## src/verilog/fieldbus_map_pkg.sv

```systemverilog
// constants shared by the fieldbus slave data map
package fieldbus_map_pkg;
  localparam int HEADS = 8;
  localparam int ADDR_W = 8;
  // configuration identifiers of box module and head
  localparam logic [7:0] CFG_CODE_BOX = 8'h12;
  localparam logic [7:0] CFG_CODE_HEAD = 8'h51;
  // start-up parameter telegram: head 2 block and stride
  localparam int PRM_HEAD2_BASE = 64;
  localparam int PRM_HEAD_STRIDE = 20;
  localparam int PRM_HEAD8_BASE = 184;
  localparam int PRM_RSVD_FIRST = 60;
  localparam int PRM_RSVD_LAST = 63;
  // cyclic input layout
  localparam logic [5:0] IN_TRIG = 6'h00;
  localparam logic [5:0] IN_BOX_HI = 6'h01;
  localparam logic [5:0] IN_BOX_LO = 6'h02;
  localparam logic [5:0] IN_HEAD_BASE = 6'h03;
  localparam int IN_HEAD_BYTES = 4;
  // cyclic output layout
  localparam logic [4:0] OUT_TYPE = 5'h00;
  localparam int OUT_BYTES = 17;
  localparam logic [2:0] TYPE_NONE = 3'h0;
  localparam logic [2:0] TYPE_EMISSIVITY = 3'h1;
  localparam logic [2:0] TYPE_LASER = 3'h2;
  localparam logic [2:0] TYPE_BACKGROUND = 3'h3;
  localparam logic [2:0] TYPE_AVERAGING = 3'h4;
  localparam logic [2:0] TYPE_PEAK_HOLD = 3'h5;
  localparam logic [2:0] TYPE_VALLEY_HOLD = 3'h6;
  localparam logic [2:0] TYPE_RELAY_SET = 3'h7;
  // diagnosis layout
  localparam logic [4:0] DG_ID_HI = 5'h04;
  localparam logic [4:0] DG_ID_LO = 5'h05;
  localparam logic [4:0] DG_SIZE = 5'h06;
  localparam logic [4:0] DG_HIGHEST = 5'h0a;
  localparam logic [4:0] DG_BOX_ERR = 5'h0b;
  localparam logic [4:0] DG_CMD_FIRST = 5'h0c;
  localparam logic [4:0] DG_CMD_LAST = 5'h16;
  localparam logic [4:0] DG_HEAD_FIRST = 5'h17;
  localparam logic [4:0] DG_HEAD_LAST = 5'h1e;
  localparam logic [7:0] DIAG_EXT_SIZE = 8'h19;
  localparam int CMD_BYTES = 11;
  localparam int HEAD_ERR_NOCONN_BIT = 6;
  // register map, byte addresses
  localparam logic [7:0] REG_STATUS = 8'h00;
  localparam logic [7:0] REG_BOX_TEMP = 8'h04;
  localparam logic [7:0] REG_CONNECTED = 8'h08;
  localparam logic [7:0] REG_BOX_ERR = 8'h0c;
  localparam logic [7:0] REG_CMD0 = 8'h10;
  localparam logic [7:0] REG_CMD1 = 8'h14;
  localparam logic [7:0] REG_CMD2 = 8'h18;
  localparam logic [7:0] REG_PARAM_STAT = 8'h20;
  localparam logic [7:0] REG_HEAD_TEMP = 8'h40;
  localparam logic [7:0] REG_HEAD_ERR = 8'h60;
  localparam logic [7:0] REG_PARAM_VAL = 8'h80;
  localparam logic [1:0] RESP_OKAY = 2'b00;
  localparam logic [1:0] RESP_SLVERR = 2'b10;
  // arbitrary neutral identifier value
  localparam logic [15:0] UNIT_ID_DEFAULT = 16'h1234;
  typedef enum logic [0:0] {CFG_IDLE, CFG_COLLECT} cfg_state_t;
endpackage

```

## src/verilog/fieldbus_slave_data_map.sv

```systemverilog
// fieldbus slave data map: config check, input image, parameter changes, diagnosis
`timescale 1ns/1ps
`default_nettype none
module fieldbus_slave_data_map #(
  parameter logic [15:0] UNIT_ID = fieldbus_map_pkg::UNIT_ID_DEFAULT
) (
  input wire logic aclk,
  input wire logic aresetn,
  input wire logic [fieldbus_map_pkg::ADDR_W-1:0] s_axi_awaddr,
  input wire logic [2:0] s_axi_awprot,
  input wire logic s_axi_awvalid,
  output logic s_axi_awready,
  input wire logic [31:0] s_axi_wdata,
  input wire logic [3:0] s_axi_wstrb,
  input wire logic s_axi_wvalid,
  output logic s_axi_wready,
  output logic [1:0] s_axi_bresp,
  output logic s_axi_bvalid,
  input wire logic s_axi_bready,
  input wire logic [fieldbus_map_pkg::ADDR_W-1:0] s_axi_araddr,
  input wire logic [2:0] s_axi_arprot,
  input wire logic s_axi_arvalid,
  output logic s_axi_arready,
  output logic [31:0] s_axi_rdata,
  output logic [1:0] s_axi_rresp,
  output logic s_axi_rvalid,
  input wire logic s_axi_rready,
  input wire logic trigger_pin,
  input wire logic data_exchange,
  input wire logic cfg_start,
  input wire logic cfg_valid,
  input wire logic [7:0] cfg_byte,
  input wire logic cfg_end,
  output logic cfg_ok,
  output logic cfg_error,
  output logic [5:0] in_len,
  input wire logic [5:0] in_rd_addr,
  output logic [7:0] in_rd_data,
  input wire logic out_wr_valid,
  input wire logic [4:0] out_wr_addr,
  input wire logic [7:0] out_wr_data,
  input wire logic out_frame_end,
  output logic param_apply,
  output logic [2:0] change_selector_byte,
  input wire logic [31:0] std_diag,
  input wire logic [4:0] diag_rd_addr,
  output logic [7:0] diag_rd_data
);
  import fieldbus_map_pkg::*;

  // start-up blocks of heads two to eight are handled by the link engine; last block base
  localparam int PRM_LAST_BASE = PRM_HEAD2_BASE + (HEADS - 2) * PRM_HEAD_STRIDE;

  typedef struct packed {
    logic aw_held;
    logic [ADDR_W-1:0] aw_addr;
    logic w_held;
    logic [31:0] w_data;
    logic [3:0] w_strb;
    logic bvalid;
    logic [1:0] bresp;
    logic rvalid;
    logic [1:0] rresp;
    logic [31:0] rdata;
    logic trig_s1;
    logic trig_s2;
    logic [15:0] box_temp;
    logic [HEADS-1:0] connected;
    logic [4:0] box_err;
    logic [CMD_BYTES-1:0][7:0] err_cmd;
    logic [HEADS-1:0][15:0] obj_temp;
    logic [HEADS-1:0][15:0] head_temp;
    logic [HEADS-1:0][4:0] head_err;
    logic [HEADS-1:0][15:0] param_val;
    logic [OUT_BYTES-1:0][7:0] out_buf;
    cfg_state_t cfg_st;
    logic [3:0] cfg_cnt;
    logic cfg_bad;
    logic cfg_ok;
    logic cfg_error;
    logic [3:0] head_count;
    logic [7:0] in_data;
    logic [7:0] diag_data;
    logic apply;
    logic [2:0] last_type;
    logic [7:0] apply_cnt;
  } state_t;

  state_t st_r;
  state_t st_nxt;

  function automatic logic [31:0] wmerge(input logic [31:0] old, input logic [31:0] nw, input logic [3:0] strb);
    logic [31:0] res;
    res = old;
    for (int b = 0; b < 4; b++) begin
      if (strb[b]) begin
        res[b*8 +: 8] = nw[b*8 +: 8];
      end
    end
    return res;
  endfunction

  // head n is registered when the configuration names it
  function automatic logic registered(input logic [3:0] count, input int n);
    return (4'(n) < count);
  endfunction

  function automatic logic [5:0] input_length(input logic [3:0] count);
    return IN_HEAD_BASE + 6'(IN_HEAD_BYTES) * {2'b00, count};
  endfunction

  logic [3:0] highest;
  always_comb begin
    highest = 4'h0;
    for (int n = 0; n < HEADS; n++) begin
      if (st_r.connected[n]) begin
        highest = 4'(n + 1);
      end
    end
  end

  logic [7:0] in_byte;
  logic [5:0] in_off;
  logic [2:0] in_head;
  always_comb begin
    in_off = in_rd_addr - IN_HEAD_BASE;
    in_head = in_off[4:2];
    in_byte = 8'h00;
    if (in_rd_addr >= input_length(st_r.head_count)) begin
      in_byte = 8'h00;
    end else if (in_rd_addr == IN_TRIG) begin
      in_byte = {7'h00, st_r.trig_s2};
    end else if (in_rd_addr == IN_BOX_HI) begin
      in_byte = st_r.box_temp[15:8];
    end else if (in_rd_addr == IN_BOX_LO) begin
      in_byte = st_r.box_temp[7:0];
    end else begin
      // unconnected but configured heads still fill their slots
      case (in_off[1:0])
        2'd0: in_byte = st_r.obj_temp[in_head][15:8];
        2'd1: in_byte = st_r.obj_temp[in_head][7:0];
        2'd2: in_byte = st_r.head_temp[in_head][15:8];
        default: in_byte = st_r.head_temp[in_head][7:0];
      endcase
    end
  end

  logic [7:0] dg_byte;
  logic [4:0] dg_idx;
  always_comb begin
    dg_byte = 8'h00;
    dg_idx = 5'h00;
    if (diag_rd_addr < DG_ID_HI) begin
      dg_byte = std_diag[8*(3 - int'(diag_rd_addr[1:0])) +: 8];
    end else if (diag_rd_addr == DG_ID_HI) begin
      dg_byte = UNIT_ID[15:8];
    end else if (diag_rd_addr == DG_ID_LO) begin
      dg_byte = UNIT_ID[7:0];
    end else if (diag_rd_addr == DG_SIZE) begin
      dg_byte = DIAG_EXT_SIZE;
    end else if (diag_rd_addr == DG_HIGHEST) begin
      dg_byte = {4'h0, highest};
    end else if (diag_rd_addr == DG_BOX_ERR) begin
      dg_byte = {3'h0, st_r.box_err};
    end else if (diag_rd_addr >= DG_CMD_FIRST && diag_rd_addr <= DG_CMD_LAST) begin
      dg_idx = diag_rd_addr - DG_CMD_FIRST;
      dg_byte = st_r.err_cmd[dg_idx];
    end else if (diag_rd_addr >= DG_HEAD_FIRST && diag_rd_addr <= DG_HEAD_LAST) begin
      dg_idx = diag_rd_addr - DG_HEAD_FIRST;
      if (registered(st_r.head_count, int'(dg_idx))) begin
        dg_byte = {1'b0, ~st_r.connected[dg_idx[2:0]], 1'b0, st_r.head_err[dg_idx[2:0]]};
      end
    end
  end

  logic [31:0] rd_word;
  logic rd_hit;
  logic [2:0] ar_head;
  always_comb begin
    rd_word = 32'h0000_0000;
    rd_hit = 1'b1;
    ar_head = s_axi_araddr[4:2];
    if (s_axi_araddr[1:0] != 2'b00) begin
      rd_hit = 1'b0;
    end else if (s_axi_araddr == REG_STATUS) begin
      rd_word = {10'h000, in_len, 4'h0, st_r.head_count, highest,
                 1'b0, st_r.trig_s2, st_r.cfg_error, st_r.cfg_ok};
    end else if (s_axi_araddr == REG_BOX_TEMP) begin
      rd_word = {16'h0000, st_r.box_temp};
    end else if (s_axi_araddr == REG_CONNECTED) begin
      rd_word = {24'h000000, st_r.connected};
    end else if (s_axi_araddr == REG_BOX_ERR) begin
      rd_word = {27'h0000000, st_r.box_err};
    end else if (s_axi_araddr == REG_CMD0) begin
      rd_word = st_r.err_cmd[3:0];
    end else if (s_axi_araddr == REG_CMD1) begin
      rd_word = st_r.err_cmd[7:4];
    end else if (s_axi_araddr == REG_CMD2) begin
      rd_word = {8'h00, st_r.err_cmd[10:8]};
    end else if (s_axi_araddr == REG_PARAM_STAT) begin
      rd_word = {16'h0000, st_r.apply_cnt, 5'h00, st_r.last_type};
    end else if (s_axi_araddr[7:5] == REG_HEAD_TEMP[7:5]) begin
      rd_word = {st_r.head_temp[ar_head], st_r.obj_temp[ar_head]};
    end else if (s_axi_araddr[7:5] == REG_HEAD_ERR[7:5]) begin
      rd_word = {27'h0000000, st_r.head_err[ar_head]};
    end else if (s_axi_araddr[7:5] == REG_PARAM_VAL[7:5]) begin
      rd_word = {16'h0000, st_r.param_val[ar_head]};
    end else begin
      rd_hit = 1'b0;
    end
  end

  always_comb begin
    logic [31:0] cur;
    logic [2:0] wh;
    logic [2:0] ptype;
    logic wr_hit;
    cur = 32'h0000_0000;
    wh = st_r.aw_addr[4:2];
    ptype = st_r.out_buf[OUT_TYPE][2:0];
    wr_hit = 1'b1;
    st_nxt = st_r;
    st_nxt.apply = 1'b0;
    st_nxt.trig_s1 = trigger_pin;
    st_nxt.trig_s2 = st_r.trig_s1;
    st_nxt.in_data = in_byte;
    st_nxt.diag_data = dg_byte;

    // register write: address and data taken in either order
    if (s_axi_awvalid && s_axi_awready) begin
      st_nxt.aw_held = 1'b1;
      st_nxt.aw_addr = s_axi_awaddr;
    end
    if (s_axi_wvalid && s_axi_wready) begin
      st_nxt.w_held = 1'b1;
      st_nxt.w_data = s_axi_wdata;
      st_nxt.w_strb = s_axi_wstrb;
    end
    if (st_r.aw_held && st_r.w_held) begin
      if (st_r.aw_addr[1:0] != 2'b00) begin
        wr_hit = 1'b0;
      end else if (st_r.aw_addr == REG_BOX_TEMP) begin
        cur = wmerge({16'h0000, st_r.box_temp}, st_r.w_data, st_r.w_strb);
        st_nxt.box_temp = cur[15:0];
      end else if (st_r.aw_addr == REG_CONNECTED) begin
        cur = wmerge({24'h000000, st_r.connected}, st_r.w_data, st_r.w_strb);
        st_nxt.connected = cur[7:0];
      end else if (st_r.aw_addr == REG_BOX_ERR) begin
        cur = wmerge({27'h0000000, st_r.box_err}, st_r.w_data, st_r.w_strb);
        st_nxt.box_err = cur[4:0];
      end else if (st_r.aw_addr == REG_CMD0) begin
        st_nxt.err_cmd[3:0] = wmerge(st_r.err_cmd[3:0], st_r.w_data, st_r.w_strb);
      end else if (st_r.aw_addr == REG_CMD1) begin
        st_nxt.err_cmd[7:4] = wmerge(st_r.err_cmd[7:4], st_r.w_data, st_r.w_strb);
      end else if (st_r.aw_addr == REG_CMD2) begin
        cur = wmerge({8'h00, st_r.err_cmd[10:8]}, st_r.w_data, st_r.w_strb);
        st_nxt.err_cmd[10:8] = cur[23:0];
      end else if (st_r.aw_addr[7:5] == REG_HEAD_TEMP[7:5]) begin
        cur = wmerge({st_r.head_temp[wh], st_r.obj_temp[wh]}, st_r.w_data, st_r.w_strb);
        st_nxt.obj_temp[wh] = cur[15:0];
        st_nxt.head_temp[wh] = cur[31:16];
      end else if (st_r.aw_addr[7:5] == REG_HEAD_ERR[7:5]) begin
        cur = wmerge({27'h0000000, st_r.head_err[wh]}, st_r.w_data, st_r.w_strb);
        st_nxt.head_err[wh] = cur[4:0];
      end else begin
        wr_hit = 1'b0;
      end
      st_nxt.aw_held = 1'b0;
      st_nxt.w_held = 1'b0;
      st_nxt.bvalid = 1'b1;
      st_nxt.bresp = wr_hit ? RESP_OKAY : RESP_SLVERR;
    end
    if (st_r.bvalid && s_axi_bready) begin
      st_nxt.bvalid = 1'b0;
    end

    // register read
    if (s_axi_arvalid && s_axi_arready) begin
      st_nxt.rvalid = 1'b1;
      st_nxt.rdata = rd_word;
      st_nxt.rresp = rd_hit ? RESP_OKAY : RESP_SLVERR;
    end else if (st_r.rvalid && s_axi_rready) begin
      st_nxt.rvalid = 1'b0;
    end

    // configuration check: box module first, then one to eight heads
    case (st_r.cfg_st)
      CFG_IDLE: begin
        if (cfg_start) begin
          st_nxt.cfg_st = CFG_COLLECT;
          st_nxt.cfg_cnt = 4'h0;
          st_nxt.cfg_bad = 1'b0;
        end
      end
      CFG_COLLECT: begin
        if (cfg_valid) begin
          if (st_r.cfg_cnt == 4'h0) begin
            st_nxt.cfg_bad = st_r.cfg_bad | (cfg_byte != CFG_CODE_BOX);
          end else begin
            st_nxt.cfg_bad = st_r.cfg_bad | (cfg_byte != CFG_CODE_HEAD) | (st_r.cfg_cnt > 4'(HEADS));
          end
          if (st_r.cfg_cnt != 4'hf) begin
            st_nxt.cfg_cnt = st_r.cfg_cnt + 4'h1;
          end
        end
        if (cfg_end) begin
          st_nxt.cfg_st = CFG_IDLE;
          if (!st_r.cfg_bad && st_r.cfg_cnt >= 4'h2) begin
            st_nxt.cfg_ok = 1'b1;
            st_nxt.cfg_error = 1'b0;
            st_nxt.head_count = st_r.cfg_cnt - 4'h1;
          end else begin
            st_nxt.cfg_ok = 1'b0;
            st_nxt.cfg_error = 1'b1;
            st_nxt.head_count = 4'h0;
          end
        end
      end
      default: st_nxt.cfg_st = CFG_IDLE;
    endcase

    // cyclic output bytes are staged, then applied at frame end
    if (out_wr_valid && data_exchange && 32'(out_wr_addr) < OUT_BYTES) begin
      st_nxt.out_buf[out_wr_addr] = out_wr_data;
    end
    if (out_frame_end && data_exchange && st_r.cfg_ok) begin
      if (st_r.out_buf[OUT_TYPE] != 8'h00 && st_r.out_buf[OUT_TYPE][7:3] == 5'h00) begin
        for (int n = 0; n < HEADS; n++) begin
          // slot values pass unscaled to the head settings
          st_nxt.param_val[n] = {st_r.out_buf[2*n + 1], st_r.out_buf[2*n + 2]};
        end
        st_nxt.apply = 1'b1;
        st_nxt.last_type = ptype;
        st_nxt.apply_cnt = st_r.apply_cnt + 8'h01;
      end
    end
  end

  always_ff @(posedge aclk) begin
    if (!aresetn) begin
      st_r <= '0;
      st_r.cfg_st <= CFG_IDLE;
    end else begin
      st_r <= st_nxt;
    end
  end

  assign s_axi_awready = !st_r.aw_held && !st_r.bvalid;
  assign s_axi_wready = !st_r.w_held && !st_r.bvalid;
  assign s_axi_bvalid = st_r.bvalid;
  assign s_axi_bresp = st_r.bresp;
  assign s_axi_arready = !st_r.rvalid;
  assign s_axi_rvalid = st_r.rvalid;
  assign s_axi_rdata = st_r.rdata;
  assign s_axi_rresp = st_r.rresp;
  assign cfg_ok = st_r.cfg_ok;
  assign cfg_error = st_r.cfg_error;
  assign in_len = input_length(st_r.head_count);
  assign in_rd_data = st_r.in_data;
  assign diag_rd_data = st_r.diag_data;
  assign param_apply = st_r.apply;
  assign change_selector_byte = st_r.last_type;
endmodule
`default_nettype wire

```

## config.mk

```make
export PLATFORM = sky130hd
export DESIGN_NAME = fieldbus_slave_data_map
export DESIGN_NICKNAME = d
export VERILOG_FILES = /design/src/verilog/fieldbus_map_pkg.sv /design/src/verilog/fieldbus_slave_data_map.sv
export SDC_FILE = /design/constraint.sdc
export NUM_CORES = 2
export LEC_CHECK = 0
export BUFFER_PORTS_ARGS = -buffer_cell sky130_fd_sc_hd__buf_4
export CORE_MARGIN = 2
export CORE_UTILIZATION = 50
export CTS_CLUSTER_SIZE = 30
export DETAILED_ROUTE_END_ITERATION = 10
export PLACE_DENSITY = 0.67
export SYNTH_ARGS = -nofsm -noshare
export SYNTH_HDL_FRONTEND = slang
export SYNTH_SLANG_ARGS = --single-unit
```

## constraint.sdc

```tcl
create_clock -name aclk -period 3.8 [get_ports aclk]
set_clock_uncertainty 0.1 [all_clocks]
set_input_delay 0.38 -clock aclk [delete_from_list [all_inputs] [get_ports aclk]]
set_output_delay 0.38 -clock aclk [all_outputs]
set_load 0.005 [all_outputs]
```

---- After elaboration in Yosys (flattened, before gate mapping) ----
Cells that the tools add are included.
W data, S select, Z words.
operators by class
  $add $sub $neg .......................... 8
  eq/ne operators ......................... 33
  order comparisons ....................... 18
  reduce and logical (&&, ||, !) cells .... 58
  bitwise operators ....................... 14
  mux-type cells .......................... 152
  shifts and indexed selects .............. 1
operator list
  kind                  number
  $mux W8               51
  $bmux W16 S3          7
  $mux W32              10
  $bwmux W128           2
  $mux W16              10
  $bwmux W136           1
  $mux W5               16
  $demux W16 S3         1
  $eq A8 B5 Y1 const B  6
  $bmux W5 S3           3
  $bwmux W40            1
  $demux W8 S5          1
  $reduce_and A9 Y1     4
  $bmux W8 S4           1
  $eq A8 B4 Y1 const B  4
  $mux W4               8
  $reduce_and A8 Y1     4
  $shiftx A32 B6 Y8     1
  $mux W1               29
  $reduce_and A7 Y1     4
  $pmux W8 S3           1
  $logic_and A1 B1 Y1   18
  $eq A8 B3 Y1 const B  2
  $lt A3 B4 Y1 const B  4
  other kinds (59)      95
storage, ports and cells
  register bits ........................... 803
  input bits .............................. 136
  output and inout bits ................... 69
  word-level logic and storage cells ...... 372

---- Depth between registers and ports, before layout ----
  depth after elaboration ................. 14
  depth in mapped cells ................... 13
  depth with buffers taken out ............ 10

---- Worst setup path after synthesis ----
OpenSTA, ideal clock, no wires.
  path kind ............................... input port to flip-flop
  start ................................... input port diag_rd_addr[0]
  end ..................................... register st_r, in the netlist diag_rd_data[2]
  arrival ................................. 3.031 ns
  data required time ...................... 3.599 ns
  stages on the path ...................... 13
  setup slack ............................. 0.568 ns
  path buffers ............................ 3
  setup time .............................. 0.101 ns
  cells stage by stage .................... buf_2 buf_2 inv_1 ha_1 clkbuf_1 inv_1 ha_1 a211o_1 a21oi_1 nand3b_1 o21ai_0 nor3_1 o41ai_1
between the ends
  longest elaborated chain between the ends .. 12
  elaborated cells between the ends (all ways) .. 30
  those cells by class .................... add/sub (3); order compare (6); eq/ne (5); shift (1); mux (13); reduce/logical (2)
ends and longest elaborated chain
  item                           line                            text
  from (decl)                    fieldbus_slave_data_map.sv:46   input wire logic [4:0] diag_rd_addr,
  $sub A4 B3 Y4                  fieldbus_slave_data_map.sv:169  dg_idx = diag_rd_addr - DG_HEAD_FIRST;
  $bmux W5 S3                    fieldbus_slave_data_map.sv:171  dg_byte = {1'b0, ~st_r.connected[dg_idx[2:0]], 1'b0, st_r.head_err[dg_idx[2:0]]};
  $mux W5 (implied by the code)  fieldbus_slave_data_map.sv:171
  $mux W7                        fieldbus_slave_data_map.sv:170  if (registered(st_r.head_count, int'(dg_idx))) begin
  $mux W7                        fieldbus_slave_data_map.sv:168  end else if (diag_rd_addr >= DG_HEAD_FIRST && diag_rd_addr <= DG_HEAD_LAST) begin
  $mux W8                        fieldbus_slave_data_map.sv:165  end else if (diag_rd_addr >= DG_CMD_FIRST && diag_rd_addr <= DG_CMD_LAST) begin
  $mux W8                        fieldbus_slave_data_map.sv:163  end else if (diag_rd_addr == DG_BOX_ERR) begin
  $mux W8                        fieldbus_slave_data_map.sv:161  end else if (diag_rd_addr == DG_HIGHEST) begin
  $mux W8                        fieldbus_slave_data_map.sv:159  end else if (diag_rd_addr == DG_SIZE) begin
  $mux W8                        fieldbus_slave_data_map.sv:157  end else if (diag_rd_addr == DG_ID_LO) begin
  $mux W8                        fieldbus_slave_data_map.sv:155  end else if (diag_rd_addr == DG_ID_HI) begin
  $mux W8 (*)                    fieldbus_slave_data_map.sv:153  if (diag_rd_addr < DG_ID_HI) begin
  to (signal assigned)           fieldbus_slave_data_map.sv:344  st_r <= st_nxt;
  to (decl)                      fieldbus_slave_data_map.sv:89   state_t st_r;
Every way passes the cells marked *; elsewhere a longest branch is shown, timed or not. The select of a mux whose other input is x is not followed.
A chain may end at the register's enable or synchronous reset.

---- Worst setup path after layout ----
  start ................................... register st_r[802] (netlist name)
  end ..................................... register st_r[316] (netlist name)
between the ends
  longest elaborated chain between the ends .. 2
ends and longest elaborated chain
  item                                 line                            text
  $logic_and A1 B1 Y1                  fieldbus_slave_data_map.sv:239  if (st_r.aw_held && st_r.w_held) begin
  $reduce_and A10 Y1 (no source line)  n/a
No other way between the ends.

==> metrics <==
synth warn=0; status=finished, final reports clean; Worst-Skew Late Latency=680 ps; # hold bufs at CTS=52; most common cell after layout, fill and taps aside=nand2_1; routed wire length=143700 um; clock period minus worst slack=2917 ps; Cell Area, Synth=roughly 0.040 mm2; vias in the first global route=33700; synth unique cells=87; antenna-violating nets left=0; power density cells=406.2 mW/mm2; EDFF count, synth=0; # IOs=205; VDD IR max=366.4 uV; # Max-Cap Violations=0; Via density=6.273; Worst Hold Launch=out_wr_data[6]; CTS tree=done; Worst path most repeated cell=nor2_1; first-pass GRT wire length=212400 um; sequential-to-total area share from yosys stat=39.68%; Std-Cell Rows=104; ys async rst share=0%; Fillers=7106; initial antenna violation count=5; clk sinks=801; dominant synthesized flop cell=dfxtp_1; Starting DRT DRC Count=4795; die width=between 200 and 300 um; most frequent cells in the layout=nand2_1, dfxtp_1, a21oi_1; root buf cell=clkbuf_16; syn avg cell area=between 8 and 9 um2; core area=0.08029 mm2; CP bufs+invs=0; hold slack=54.31 ps; share of cells above drive strength 1=~16%; clk slew on worst S/H paths=60 ps; FF/Latch Area=roughly 0.016 mm2; DRT Pass-1 Iters=8; total gr overflow=0; CTS max path bufs=3; worst-margin pin slew=1033 ps; worst hold path type=input port to flip-flop; Synth Instances=4616; nets=4830; CP Launch Point=st_r[802]$_SDFFE_PP0P_; max-slew violation count=0; Startpoint Class=flip-flop; RSZ-0062 raised after global routing=false; Die Ht=288.3 um; R2R Path Start=st_r[802]$_SDFFE_PP0P_; worst-path fanout max=9; Relative slew margins=30.90%; flop and latch count out of synthesis=801; DP Wirelength=95580 um; Placer Congestion=~1.0; CP required=4220 ps; final setup violation count=0; Setup TNS Final=0 ps; area delta synth->final=13.61%; Residual DRC=0; CP delay by family, top=simple AND/OR/NAND/NOR gates; area of the multi-input gates=0.02234 mm2; Post-CTS Setup Bufs=0; die area=0.08311 mm2; CP Class=flip-flop to flip-flop; total vias in the final route=36450; PostCTS Resize Cnt=0; crit path capture type=flip-flop; IO Port Bufs=194; crit path DAT=3330 ps; crit path cell chain=and2_1 > and3_1 > nand3b_1 > nor2_1 > mux2i_1 > nor2_1; leakage=roughly 16 nW; H-tree levels=3; Peak Freq=between 300 and 400 MHz; Initial Utilization=roughly 50%; CTS buffer count=85; period utilization=76.78%; largest net degree at the start of global routing=172; wire per inst=24.74 um; final hold violation count=0; all-layer global routing usage=33.68%; Slowest-stage cell, CP=nor2_1; CP peak stage delay=730 ps
==> flip-flops by register name, summed over array words and instances (netlist names) <==
signal                count
change_selector_byte      3
diag_rd_data              8
s_axi_rresp               1
st_nxt                    1
s_axi_bresp               1
param_apply               1
s_axi_rvalid              1
cfg_error                 1
cfg_ok                    1
s_axi_rdata              32
st_r                    742
s_axi_bvalid              1
in_rd_data                8
==> cells in the mapped netlist, drive strengths merged, types with 5 or more instances <==
cell type / n / area share, %
a32oi: 10 / 0.22
a31oi: 17 / 0.26
clkbuf: 225 / 2.1
a2111oi: 8 / 0.19
o221ai: 14 / 0.30
nand3: 46 / 0.57
a22o: 12 / 0.26
xor2: 9 / 0.21
nand3b: 7 / 0.13
mux2: 16 / 0.45
dfxtp: 801 / 40
xnor2: 9 / 0.23
nor4: 14 / 0.25
a221oi: 14 / 0.30
a21oi: 571 / 7.1
a22oi: 27 / 0.50
nand4: 10 / 0.15
nand2: 1130 / 10
nand2b: 23 / 0.36
and3: 7 / 0.11
o211ai: 13 / 0.24
buf: 179 / 2.7
a211oi: 24 / 0.48
nor2: 412 / 3.9
a221o: 5 / 0.12
o2111ai: 5 / 0.11
ha: 16 / 0.50
o21ai: 118 / 1.5
nor2b: 51 / 0.79
inv: 40 / 0.37
mux2i: 393 / 9.7
mux4: 231 / 13
nor3: 41 / 0.54
and2: 12 / 0.19
o22ai: 34 / 0.53
==> metal layers <==
| layer | track usage, % | routed length, um | up-vias |
|---|---|---|---|
| li1 | - | - | 16250 |
| met1 | 44.24 | 55720 | 17590 |
| met2 | 51.51 | 63240 | 2111 |
| met3 | 7.520 | 15500 | 494 |
| met4 | 18.80 | 9217 | 10 |
| met5 | 0 | 64 | - |
==> where the power goes <==
group	internal, W	total [W]	switching, W
registers	0.00845	0.00855	0.000102
clock network	0.00489	0.00858	0.00369
logic	0.000539	0.00152	0.000983
total	0.0139	0.0187	0.00477
==> area by class of cell <==
class | count | share of cell area, %
diodes | 4 | 0.02180
clock buffers | 128 | 5.377
clock inverters | 28 | 0.9238
inverters | 42 | 0.3597
multi-input cells | 3371 | 48.66
flip-flops and latches | 801 | 34.94
well taps | 1060 | 2.889
repair buffers | 377 | 6.826
==> stage by stage <==
step	total power, W	setup WS [ps]	cells	cell area [um2]	utilization (%)
detailed placement	0.01017	589.6	5599	42490	52.92
global route	0.01914	772.7	5807	45900	57.17
CTS	0.01866	952.0	5807	45900	57.17
floorplan	0.009603	568.1	4618	40420	-
finish	0.01865	882.5	5811	45910	57.19
global placement	0.01016	675.2	5599	42490	52.92
==> kinds of logic after synthesis <==
family	Yosys count	share of synthesized area, %
xor gates and xnor gates	18	0.4459
adders and majority gates	16	0.4954
other	2	0.01858
DFF	801	39.68
AOI/OAI and AO/OA	920	13.12
and+or+nand+nor	1773	17.90
muxes	640	23.12
buffers and inverters	446	5.220
==> final timing paths <==
check	to	depth (start not counted)	slack, ps
min	st_r[94]$_SDFFE_PN0P_	3	50
max	st_r[316]$_SDFFE_PN0P_	6	880
max reg2reg	st_r[316]$_SDFFE_PN0P_	6	880
min reg2reg	st_r[254]$_SDFFE_PN0P_	2	340
==> worst reg2reg max path, stage by stage, from the launching register on <==
cell	delay, ps
dfxtp_1	380
and2_1	310
and3_1	500
nand3b_1	380
nor2_1	730
mux2i_1	280
nor2_1	60
Power figures use the tool's default switching activity.
